### src/shared/mbx_map.svh
// Address, port, field, vector and reset constants of the host mailbox
`ifndef MBX_MAP_SVH
`define MBX_MAP_SVH

// Host I/O map: bits 7..1 must read 1000000
`define MBX_HOST_UPPER 7'h40
`define MBX_HOST_DATA_ADDR 8'h80
`define MBX_HOST_CTRL_ADDR 8'h81

// Local CPU I/O ports
`define MBX_PORT_OUT_WR 8'h00
`define MBX_PORT_RESET_WR 8'h01
`define MBX_PORT_IN_RD 8'h03

// Vectors handed out on acknowledge
`define MBX_VEC_FETCH 8'h02
`define MBX_VEC_CMD 8'h04
`define MBX_VEC_STORE 8'h08
`define MBX_VEC_NONE 8'h00

// Status byte fields
`define MBX_ST_OUT_FULL 0
`define MBX_ST_IN_BUSY 1
`define MBX_ST_FETCH_PEND 2
`define MBX_ST_CMD_PEND 3
`define MBX_ST_ID_LSB 4

// Reset values
`define MBX_BYTE_RST 8'h00
`define MBX_ID_RST 4'hA

`endif

### src/shared/mbx_pkg.sv
// Types shared by the host mailbox design files
package mbx_pkg;

  // Host I/O bus as seen at the unit's pins
  typedef struct packed {
    logic [7:0] addr;
    logic io_request_strobe_n;
    logic rd_n;
    logic wr_n;
    logic [7:0] data;
  } mbx_host_bus_type;

  // Decoded host strobes
  typedef struct packed {
    logic status_fetch;
    logic cmd_write;
    logic byte_fetch;
    logic byte_store;
  } mbx_strobe_type;

  // One byte travelling from host to unit
  typedef struct packed {
    logic is_cmd;
    logic [7:0] data;
  } mbx_entry_type;

endpackage : mbx_pkg

### src/hw/mbx_decode.sv
// Host address and command decoder producing levels and first-cycle pulses
`timescale 1ns/1ns
`include "mbx_map.svh"

module mbx_decode (
  // Clock and reset
  input wire logic core_clk,
  input wire logic sys_rst,
  // Host bus
  input wire mbx_pkg::mbx_host_bus_type host_bus,
  // Decoded strobes
  output mbx_pkg::mbx_strobe_type level,
  output mbx_pkg::mbx_strobe_type pulse
);

  mbx_pkg::mbx_strobe_type prev_reg;
  mbx_pkg::mbx_strobe_type prev_next;
  logic selected;
  logic low_addr_select;

  always_comb begin
    selected = (host_bus.addr[7:1] == `MBX_HOST_UPPER) &&
               !host_bus.io_request_strobe_n;
    low_addr_select = host_bus.addr[0];
    level.status_fetch = selected && low_addr_select && !host_bus.rd_n;
    level.cmd_write = selected && low_addr_select && !host_bus.wr_n;
    level.byte_fetch = selected && !low_addr_select && !host_bus.rd_n;
    level.byte_store = selected && !low_addr_select && !host_bus.wr_n;
    pulse = level & ~prev_reg;
    prev_next = level;
  end

  always_ff @(posedge core_clk) begin
    if (sys_rst) begin
      prev_reg <= '0;
    end else begin
      prev_reg <= prev_next;
    end
  end

endmodule : mbx_decode

### src/hw/mbx_fifo2.sv
// Small valid/ready buffer between host byte writes and the input register
`timescale 1ns/1ns

module mbx_fifo2 #(
  parameter int WIDTH = 9,
  parameter int DEPTH = 2
) (
  // Clock and reset
  input wire logic core_clk,
  input wire logic sys_rst,
  // Filling side
  input wire logic in_valid,
  output logic in_ready,
  input wire logic [WIDTH-1:0] in_data,
  // Draining side
  output logic out_valid,
  input wire logic out_ready,
  output logic [WIDTH-1:0] out_data
);

  localparam int AW = (DEPTH > 1) ? $clog2(DEPTH) : 1;

  logic [WIDTH-1:0] mem_reg [DEPTH];
  logic [AW-1:0] wr_reg, wr_next, rd_reg, rd_next;
  logic [AW:0] cnt_reg, cnt_next;
  logic push, pop;

  function automatic logic [AW-1:0] bump(input logic [AW-1:0] p);
    bump = (p == AW'(DEPTH - 1)) ? '0 : p + 1'b1;
  endfunction : bump

  always_comb begin
    in_ready = (cnt_reg != (AW+1)'(DEPTH));
    out_valid = (cnt_reg != '0);
    out_data = mem_reg[rd_reg];
    push = in_valid && in_ready;
    pop = out_valid && out_ready;
    wr_next = push ? bump(wr_reg) : wr_reg;
    rd_next = pop ? bump(rd_reg) : rd_reg;
    cnt_next = cnt_reg + (AW+1)'(push) - (AW+1)'(pop);
  end

  always_ff @(posedge core_clk) begin
    if (sys_rst) begin
      wr_reg <= '0;
      rd_reg <= '0;
      cnt_reg <= '0;
    end else begin
      wr_reg <= wr_next;
      rd_reg <= rd_next;
      cnt_reg <= cnt_next;
    end
  end

  // Storage needs no reset; it is read only behind a count
  always_ff @(posedge core_clk) begin
    if (push) begin
      mem_reg[wr_reg] <= in_data;
    end
  end

endmodule : mbx_fifo2

### src/hw/mbx_mailbox.sv
// Host-to-unit mailbox: decoder, pending flags, holding registers, vectors
`timescale 1ns/1ns
`include "mbx_map.svh"

// Behaviour
// - Answer host I/O only at 80h and 81h with the request strobe low.
// - Host address bit 0 picks between the two decoded selects.
// - Host read at 81h is the status fetch returning the status byte.
// - Host write at 81h is the command write into the unit.
// - Host read at 80h is the byte fetch from the unit.
// - Host write at 80h is the byte store into the unit.
// - Status fetch is answered on the cycle after the select, without the local CPU.
// - Every other strobe sets its own sticky pending flag until cleared.
// - Local read of port 03h clears the consumed request flags.
// - Host reset or local write of port 01h clears all pending flags.
// - Two separate 8-bit holding registers, one per direction.
// - Each holding register captures its source bus on its latch strobe; the input register loads from the buffer head instead.
// - Holding registers drive their bus only while enabled, else float.
// - Input register holds host bytes, read by local CPU at port 03h.
// - Output register loads on local port 00h write, host reads at 80h.
// - Direction high passes unit to host, low passes host to unit.
// - Acknowledge returns vector 02h fetch, 04h command, 08h store.
// - The serviced flag clears when the acknowledge ends, on vector_acknowledge_n rising.
// - Status shows whether the output register holds an unfetched byte.
module mbx_mailbox #(
  parameter logic [3:0] UNIT_ID = `MBX_ID_RST, // Arbitrary value
  parameter int BUF_DEPTH = 2
) (
  // Clock and reset (reset is the host system reset)
  input wire logic core_clk,
  input wire logic sys_rst,
  // Host I/O bus
  input wire mbx_pkg::mbx_host_bus_type host_bus,
  output logic [7:0] host_data_out,
  output logic host_data_oe,
  output logic host_dir,
  output logic host_ready,
  // Local CPU I/O bus
  input wire logic [7:0] local_port,
  input wire logic local_io_request_strobe_n,
  input wire logic local_rd_n,
  input wire logic local_wr_n,
  input wire logic vector_acknowledge_n,
  input wire logic [7:0] local_data_in,
  output logic [7:0] local_data_out,
  output logic local_data_oe,
  output logic local_irq_n
);

  mbx_pkg::mbx_strobe_type lvl, pls;
  mbx_pkg::mbx_entry_type fifo_in, fifo_out;
  logic fifo_in_ready, fifo_out_valid, fifo_pop;

  // Pending flags and holding registers
  logic pend_fetch_reg, pend_fetch_next;
  logic pend_cmd_reg, pend_cmd_next;
  logic pend_store_reg, pend_store_next;
  logic [7:0] out_reg, out_next;
  logic out_full_reg, out_full_next;
  logic [7:0] in_reg, in_next;
  logic in_full_reg, in_full_next;
  logic in_cmd_reg, in_cmd_next;
  // Local bus edge history
  logic in_rd_reg, in_rd_next;
  logic ack_reg, ack_next;
  // Registered pin drivers
  logic [7:0] host_data_reg, host_data_next;
  logic host_oe_reg, host_oe_next;
  logic host_dir_reg, host_dir_next;
  logic host_ready_reg, host_ready_next;
  logic [7:0] loc_data_reg, loc_data_next;
  logic loc_oe_reg, loc_oe_next;
  logic irq_n_reg, irq_n_next;

  // Local decode
  logic loc_in_rd, loc_out_wr, loc_prg_rst, in_rd_end, ack_on, ack_end;
  logic [7:0] status_byte, vector_byte;

  mbx_decode u_decode (
    .core_clk(core_clk),
    .sys_rst(sys_rst),
    .host_bus(host_bus),
    .level(lvl),
    .pulse(pls)
  );

  // Host writes queue here so a slow local CPU loses no byte
  always_comb begin
    fifo_in.is_cmd = pls.cmd_write;
    fifo_in.data = host_bus.data;
  end

  mbx_fifo2 #(
    .WIDTH($bits(mbx_pkg::mbx_entry_type)),
    .DEPTH(BUF_DEPTH)
  ) u_fifo (
    .core_clk(core_clk),
    .sys_rst(sys_rst),
    .in_valid(pls.cmd_write || pls.byte_store),
    .in_ready(fifo_in_ready),
    .in_data(fifo_in),
    .out_valid(fifo_out_valid),
    .out_ready(!in_full_reg),
    .out_data(fifo_out)
  );

  function automatic logic loc_hit(input logic [7:0] port,
                                   input logic [7:0] want,
                                   input logic strobe_n);
    loc_hit = !local_io_request_strobe_n && !strobe_n && (port == want);
  endfunction : loc_hit

  always_comb begin
    loc_in_rd = loc_hit(local_port, `MBX_PORT_IN_RD, local_rd_n);
    loc_out_wr = loc_hit(local_port, `MBX_PORT_OUT_WR, local_wr_n);
    loc_prg_rst = loc_hit(local_port, `MBX_PORT_RESET_WR, local_wr_n);
    in_rd_end = in_rd_reg && !loc_in_rd;
    ack_on = !vector_acknowledge_n;
    ack_end = ack_reg && !ack_on;
    fifo_pop = fifo_out_valid && !in_full_reg;
    status_byte = {UNIT_ID, pend_cmd_reg, pend_fetch_reg,
                   in_full_reg || fifo_out_valid, out_full_reg};
    // Fetch first, then command, then store
    if (pend_fetch_reg) begin
      vector_byte = `MBX_VEC_FETCH;
    end else if (pend_cmd_reg) begin
      vector_byte = `MBX_VEC_CMD;
    end else if (pend_store_reg) begin
      vector_byte = `MBX_VEC_STORE;
    end else begin
      vector_byte = `MBX_VEC_NONE;
    end
  end

  always_comb begin
    // Set beats a clear arriving in the same cycle
    pend_fetch_next = pend_fetch_reg;
    pend_cmd_next = pend_cmd_reg;
    pend_store_next = pend_store_reg;
    if (ack_end && vector_byte == `MBX_VEC_FETCH) begin
      pend_fetch_next = 1'b0;
    end
    if ((ack_end && vector_byte == `MBX_VEC_CMD) || in_rd_end) begin
      pend_cmd_next = 1'b0;
    end
    if ((ack_end && vector_byte == `MBX_VEC_STORE) || in_rd_end) begin
      pend_store_next = 1'b0;
    end
    if (loc_prg_rst) begin
      pend_fetch_next = 1'b0;
      pend_cmd_next = 1'b0;
      pend_store_next = 1'b0;
    end
    pend_fetch_next = pend_fetch_next || pls.byte_fetch;
    pend_cmd_next = pend_cmd_next || pls.cmd_write;
    pend_store_next = pend_store_next || pls.byte_store;

    // Output register: local writes port 00h, host fetch empties it
    out_next = loc_out_wr ? local_data_in : out_reg;
    out_full_next = loc_out_wr || (out_full_reg && !pls.byte_fetch);

    // Input register loads from the buffer head once it is empty
    in_next = fifo_pop ? fifo_out.data : in_reg;
    in_cmd_next = fifo_pop ? fifo_out.is_cmd : in_cmd_reg;
    in_full_next = fifo_pop || (in_full_reg && !in_rd_end);

    in_rd_next = loc_in_rd;
    ack_next = ack_on;

    // Host side drive, one cycle after the select
    host_oe_next = lvl.status_fetch || lvl.byte_fetch;
    host_dir_next = host_oe_next;
    host_data_next = lvl.status_fetch ? status_byte : out_reg;
    host_ready_next = fifo_in_ready;

    // Local side drive: vector wins over a port read
    loc_oe_next = ack_on || loc_in_rd;
    loc_data_next = ack_on ? vector_byte : in_reg;
    irq_n_next = !(pend_fetch_next || pend_cmd_next || pend_store_next);
  end

  always_ff @(posedge core_clk) begin
    if (sys_rst) begin
      pend_fetch_reg <= 1'b0;
      pend_cmd_reg <= 1'b0;
      pend_store_reg <= 1'b0;
      out_reg <= `MBX_BYTE_RST;
      out_full_reg <= 1'b0;
      in_reg <= `MBX_BYTE_RST;
      in_cmd_reg <= 1'b0;
      in_full_reg <= 1'b0;
      in_rd_reg <= 1'b0;
      ack_reg <= 1'b0;
      host_data_reg <= `MBX_BYTE_RST;
      host_oe_reg <= 1'b0;
      host_dir_reg <= 1'b0;
      host_ready_reg <= 1'b0;
      loc_data_reg <= `MBX_BYTE_RST;
      loc_oe_reg <= 1'b0;
      irq_n_reg <= 1'b1;
    end else begin
      pend_fetch_reg <= pend_fetch_next;
      pend_cmd_reg <= pend_cmd_next;
      pend_store_reg <= pend_store_next;
      out_reg <= out_next;
      out_full_reg <= out_full_next;
      in_reg <= in_next;
      in_cmd_reg <= in_cmd_next;
      in_full_reg <= in_full_next;
      in_rd_reg <= in_rd_next;
      ack_reg <= ack_next;
      host_data_reg <= host_data_next;
      host_oe_reg <= host_oe_next;
      host_dir_reg <= host_dir_next;
      host_ready_reg <= host_ready_next;
      loc_data_reg <= loc_data_next;
      loc_oe_reg <= loc_oe_next;
      irq_n_reg <= irq_n_next;
    end
  end

  assign host_data_out = host_data_reg;
  assign host_data_oe = host_oe_reg;
  assign host_dir = host_dir_reg;
  assign host_ready = host_ready_reg;
  assign local_data_out = loc_data_reg;
  assign local_data_oe = loc_oe_reg;
  assign local_irq_n = irq_n_reg;
endmodule : mbx_mailbox

### config.mk
export PLATFORM = sky130hd
export DESIGN_NAME = mbx_mailbox
export DESIGN_NICKNAME = d
export VERILOG_FILES = /design/src/shared/mbx_pkg.sv /design/src/hw/mbx_decode.sv /design/src/hw/mbx_fifo2.sv /design/src/hw/mbx_mailbox.sv
export VERILOG_INCLUDE_DIRS = /design/src /design/src/shared
export SDC_FILE = /design/constraint.sdc
export NUM_CORES = 1
export LEC_CHECK = 0
export ABC_AREA = 1
export ABC_CLOCK_PERIOD_IN_PS = 2350
export BUFFER_PORTS_ARGS = -buffer_cell sky130_fd_sc_hd__buf_2
export CAP_MARGIN = 40
export CORE_ASPECT_RATIO = 0.6
export CORE_UTILIZATION = 35
export CTS_CLUSTER_DIAMETER = 40
export DETAILED_ROUTE_END_ITERATION = 16
export PLACE_DENSITY_LB_ADDON = 0.05
export SYNTH_ARGS = -nofsm -noshare
export SYNTH_HDL_FRONTEND = slang
export SYNTH_SLANG_ARGS = --single-unit
export TNS_END_PERCENT = 10
### constraint.sdc
create_clock -name core_clk -period 2.35 [get_ports core_clk]
set_input_delay 0.1175 -clock core_clk [delete_from_list [all_inputs] [get_ports core_clk]]
set_output_delay 0.1175 -clock core_clk [all_outputs]
set_load 0.05 [all_outputs]
==> results.md <==
* Min-Delay Path Class: input pin to register
* DRT Wirelength at 4995 µm
* Synthesized cell area at 2435 µm²
* Largest net degree at the start of global routing at 19
* Top cells by count, synth: 50 x dfxtp_1, 45 x nor2_1, 39 x nand2_1
* Fin Hold WS at 0.04017 ns
* Overflow after GRT at 0
* Area share of the largest cell type after synthesis at 0.4111
* Most frequently used flop master after synthesis: dfxtp_1
* Core Region at 6705 µm²
* DR DRC count at 0
* Die height at 66.61 µm
* CP required at 2.61 ns
* Final period utilization at 0.6227
* Final nets at 390
* Rows at 23
* Crit path DAT at 1.72 ns
* Ys Warns at 0
* Synthesized instance count at 273
* CTS tree: built
* Setup CP Type: register to register
* Psw at 874.9 µW
* Worst-path clk slew at 0.05 ns
* Critical Path Fanout Max at 4
* Chip width at 109.7 µm
* # IOs at 62
* Most frequent cell after synthesis: dfxtp_1
* Area leader, netlist: dfxtp_1
* Longest Clk Path Bufs at 2
* Flop and latch count out of synthesis at 66
* 1st-iter DRT viols at 101
* Hpwl dp at 3649 µm
* Critical path startpoint category: register
* Post-Route Utilization at 0.4771
* Routed WL per cell at 11.38 µm
* Vias in the first global route at 1644
* Flop pwr share at 0.430
* Setup TNS at 0 ns
* Synthesized area per cell at 8.919 µm²
* Async SR Flop Fraction at 0
* Vias per cell at 4.364
* Layout cell share with drive strength beyond 1 at 0.2330
* Layout Area Growth over Synthesis at 31.40%
* Worst path cell trace: inv_1 > a21oi_2 > ha_1 > inv_1 > ha_1 > xor2_1 > o21ai_0 > a21oi_1
* Final Hold Fails at 0
* Setup bufs post-CTS at 0
* Crit path time final at 1.463 ns
* TritonRoute pass-1 iters at 4
* PortBufs at 61
* Clock Latency Late Sink at 0.32 ns
* Diodes inserted at 0
* Final setup vio count at 0
* Critical path's largest stage delay at 0.36 ns
* Clock Sinks at 66
* Pwr/cell area at 1010 nW/µm²
* Number of flops mapped to enable cells by yosys at 16
* Post-route clock skew at 0.006170 ns
* Worst Max-Slew Pin Slew at 0.4112 ns
* Die area at 7305 µm²
* Type of destination of the critical path: register
* Initial core utilization at 0.3631
* Via count at 1916
* Pleak at 0.001417 µW
* Worst vdd rail ir drop at 0.5477 mV
* Initial antenna violation count at 0
* Status: finished clean
* Max-slew violation count at 0
* Mapped Nets at 316
* CTS Buf Count at 9
* Netlist cell types at 23
* Synth area leaders: dfxtp_1 41%, edfxtp_1 20%, nor2_1 6.9%, nand2_1 6.0%, inv_1 5.7%
* GRT Total Usage at 0.1526
* Max-cap violation count at 0
* First-pass GRT wire length at 7879 µm
* Clock Power Share at 0.408
* Post_cts resized at 0
* RSZ-0062 raised after global routing: false
* Post-route ant nets at 0
* GPL Wtd Cong at 0.6768
* Root buffer cell: clkbuf_16
* Rel. slew slack at 0.7255
* Sw Share at 0.2709
* Comb pwr share at 0.162
* Seq/Total Area, Yosys at 0.6084
* # H-tree levels at 3
* Slowest-stage cell, CP: dfxtp_1
* Fmax at 0.6833 GHz
* Max FFs per register at 16
* P_int at 2355 µW
[path summary, 6_finish.rpt]
| check | from | slack, ns | cells past startpoint | to |
|---|---|---|---|---|
| setup / recovery | u_fifo.cnt_reg[1] | 0.89 | 8 | u_fifo.cnt_reg[1] |
| hold / removal | host_bus[11] | 0.04 | 2 | u_decode.prev_reg[1] |
| setup reg to reg | u_fifo.cnt_reg[1] | 0.89 | 8 | u_fifo.cnt_reg[1] |
| hold reg to reg | in_reg[0] | 0.43 | 2 | local_data_out[0] |
[cell usage in the layout, fill, tap and decap left out, types with 3 or more instances in the layout]
cell	count
a31oi_1	8
buf_4	3
edfxtp_1	16
nand3_1	12
dfxtp_1	50
nand3b_1	3
nor2_1	45
clkbuf_1	3
inv_1	37
nor3_1	3
clkbuf_16	9
o21ai_0	21
a21oi_1	20
nand2_1	39
buf_2	61
dlygate4sd3_1	8
[power by group through the flow]
stage               Sequential, µW  Clock [µW]  Combinational [µW]
detailed placement            1410           0                 522
CTS                           1390        1350                 534
global route                  1400        1410                 599
global placement              1410           0                 518
floorplan                     1440           0                 327
finish                        1390        1320                 524
[layout make-up]
| cell class | instances | area [µm²] |
|---|---|---|
| repair buffers | 72 | 407.9 |
| fillers | 692 | 3506 |
| well taps | 87 | 108.9 |
| clock inverters | 2 | 35.03 |
| inverters | 37 | 138.9 |
| flip-flops and latches | 66 | 1481 |
| clock buffers | 14 | 264.0 |
| multi-input cells | 161 | 763.2 |
[per-layer routing]
layer,up-vias,global-route usage,share of wire
met5,-,0,0
met3,6,0.07045,0.061
met1,822,0.2150,0.56
li1,1036,-,-
met2,52,0.1895,0.36
met4,0,0.07500,0.016
[cells by family after synthesis]
kind of cell	synth area share
compound gates	0.1187
xor+xnor	0.003598
fa+ha+maj	0.01028
buf+inv	0.07811
flops	0.6084
simple gates	0.1809
[worst max-delay path: cells and delay by family, from the launching register on]
kind            cells  cell delay (ns)
compound gates      3             0.35
xor+xnor            1             0.17
fa+ha+maj           2             0.38
buf+inv             2             0.13
flops               1             0.36
[metrics by stage]
stage          area, µm²  setup WS (ns)  instances  total power, µW
6_report            3199         0.8866        439             3230
5_1_grt             3199         0.7401        439             3415
4_1_cts             3199         0.8580        439             3268
3_5_place_dp        2820         0.7628        415             1928
3_3_place_gp        2820         0.8245        415             1924
2_1_floorplan       2435         0.6826        273             1766
[what timing repair did]
action | CTS | global route
endpoints found under the setup margin | 0 | 0
hold endpoints to repair | 16 | 0
hold buffers | 8 | 0
(Power assumes the default switching activity.)
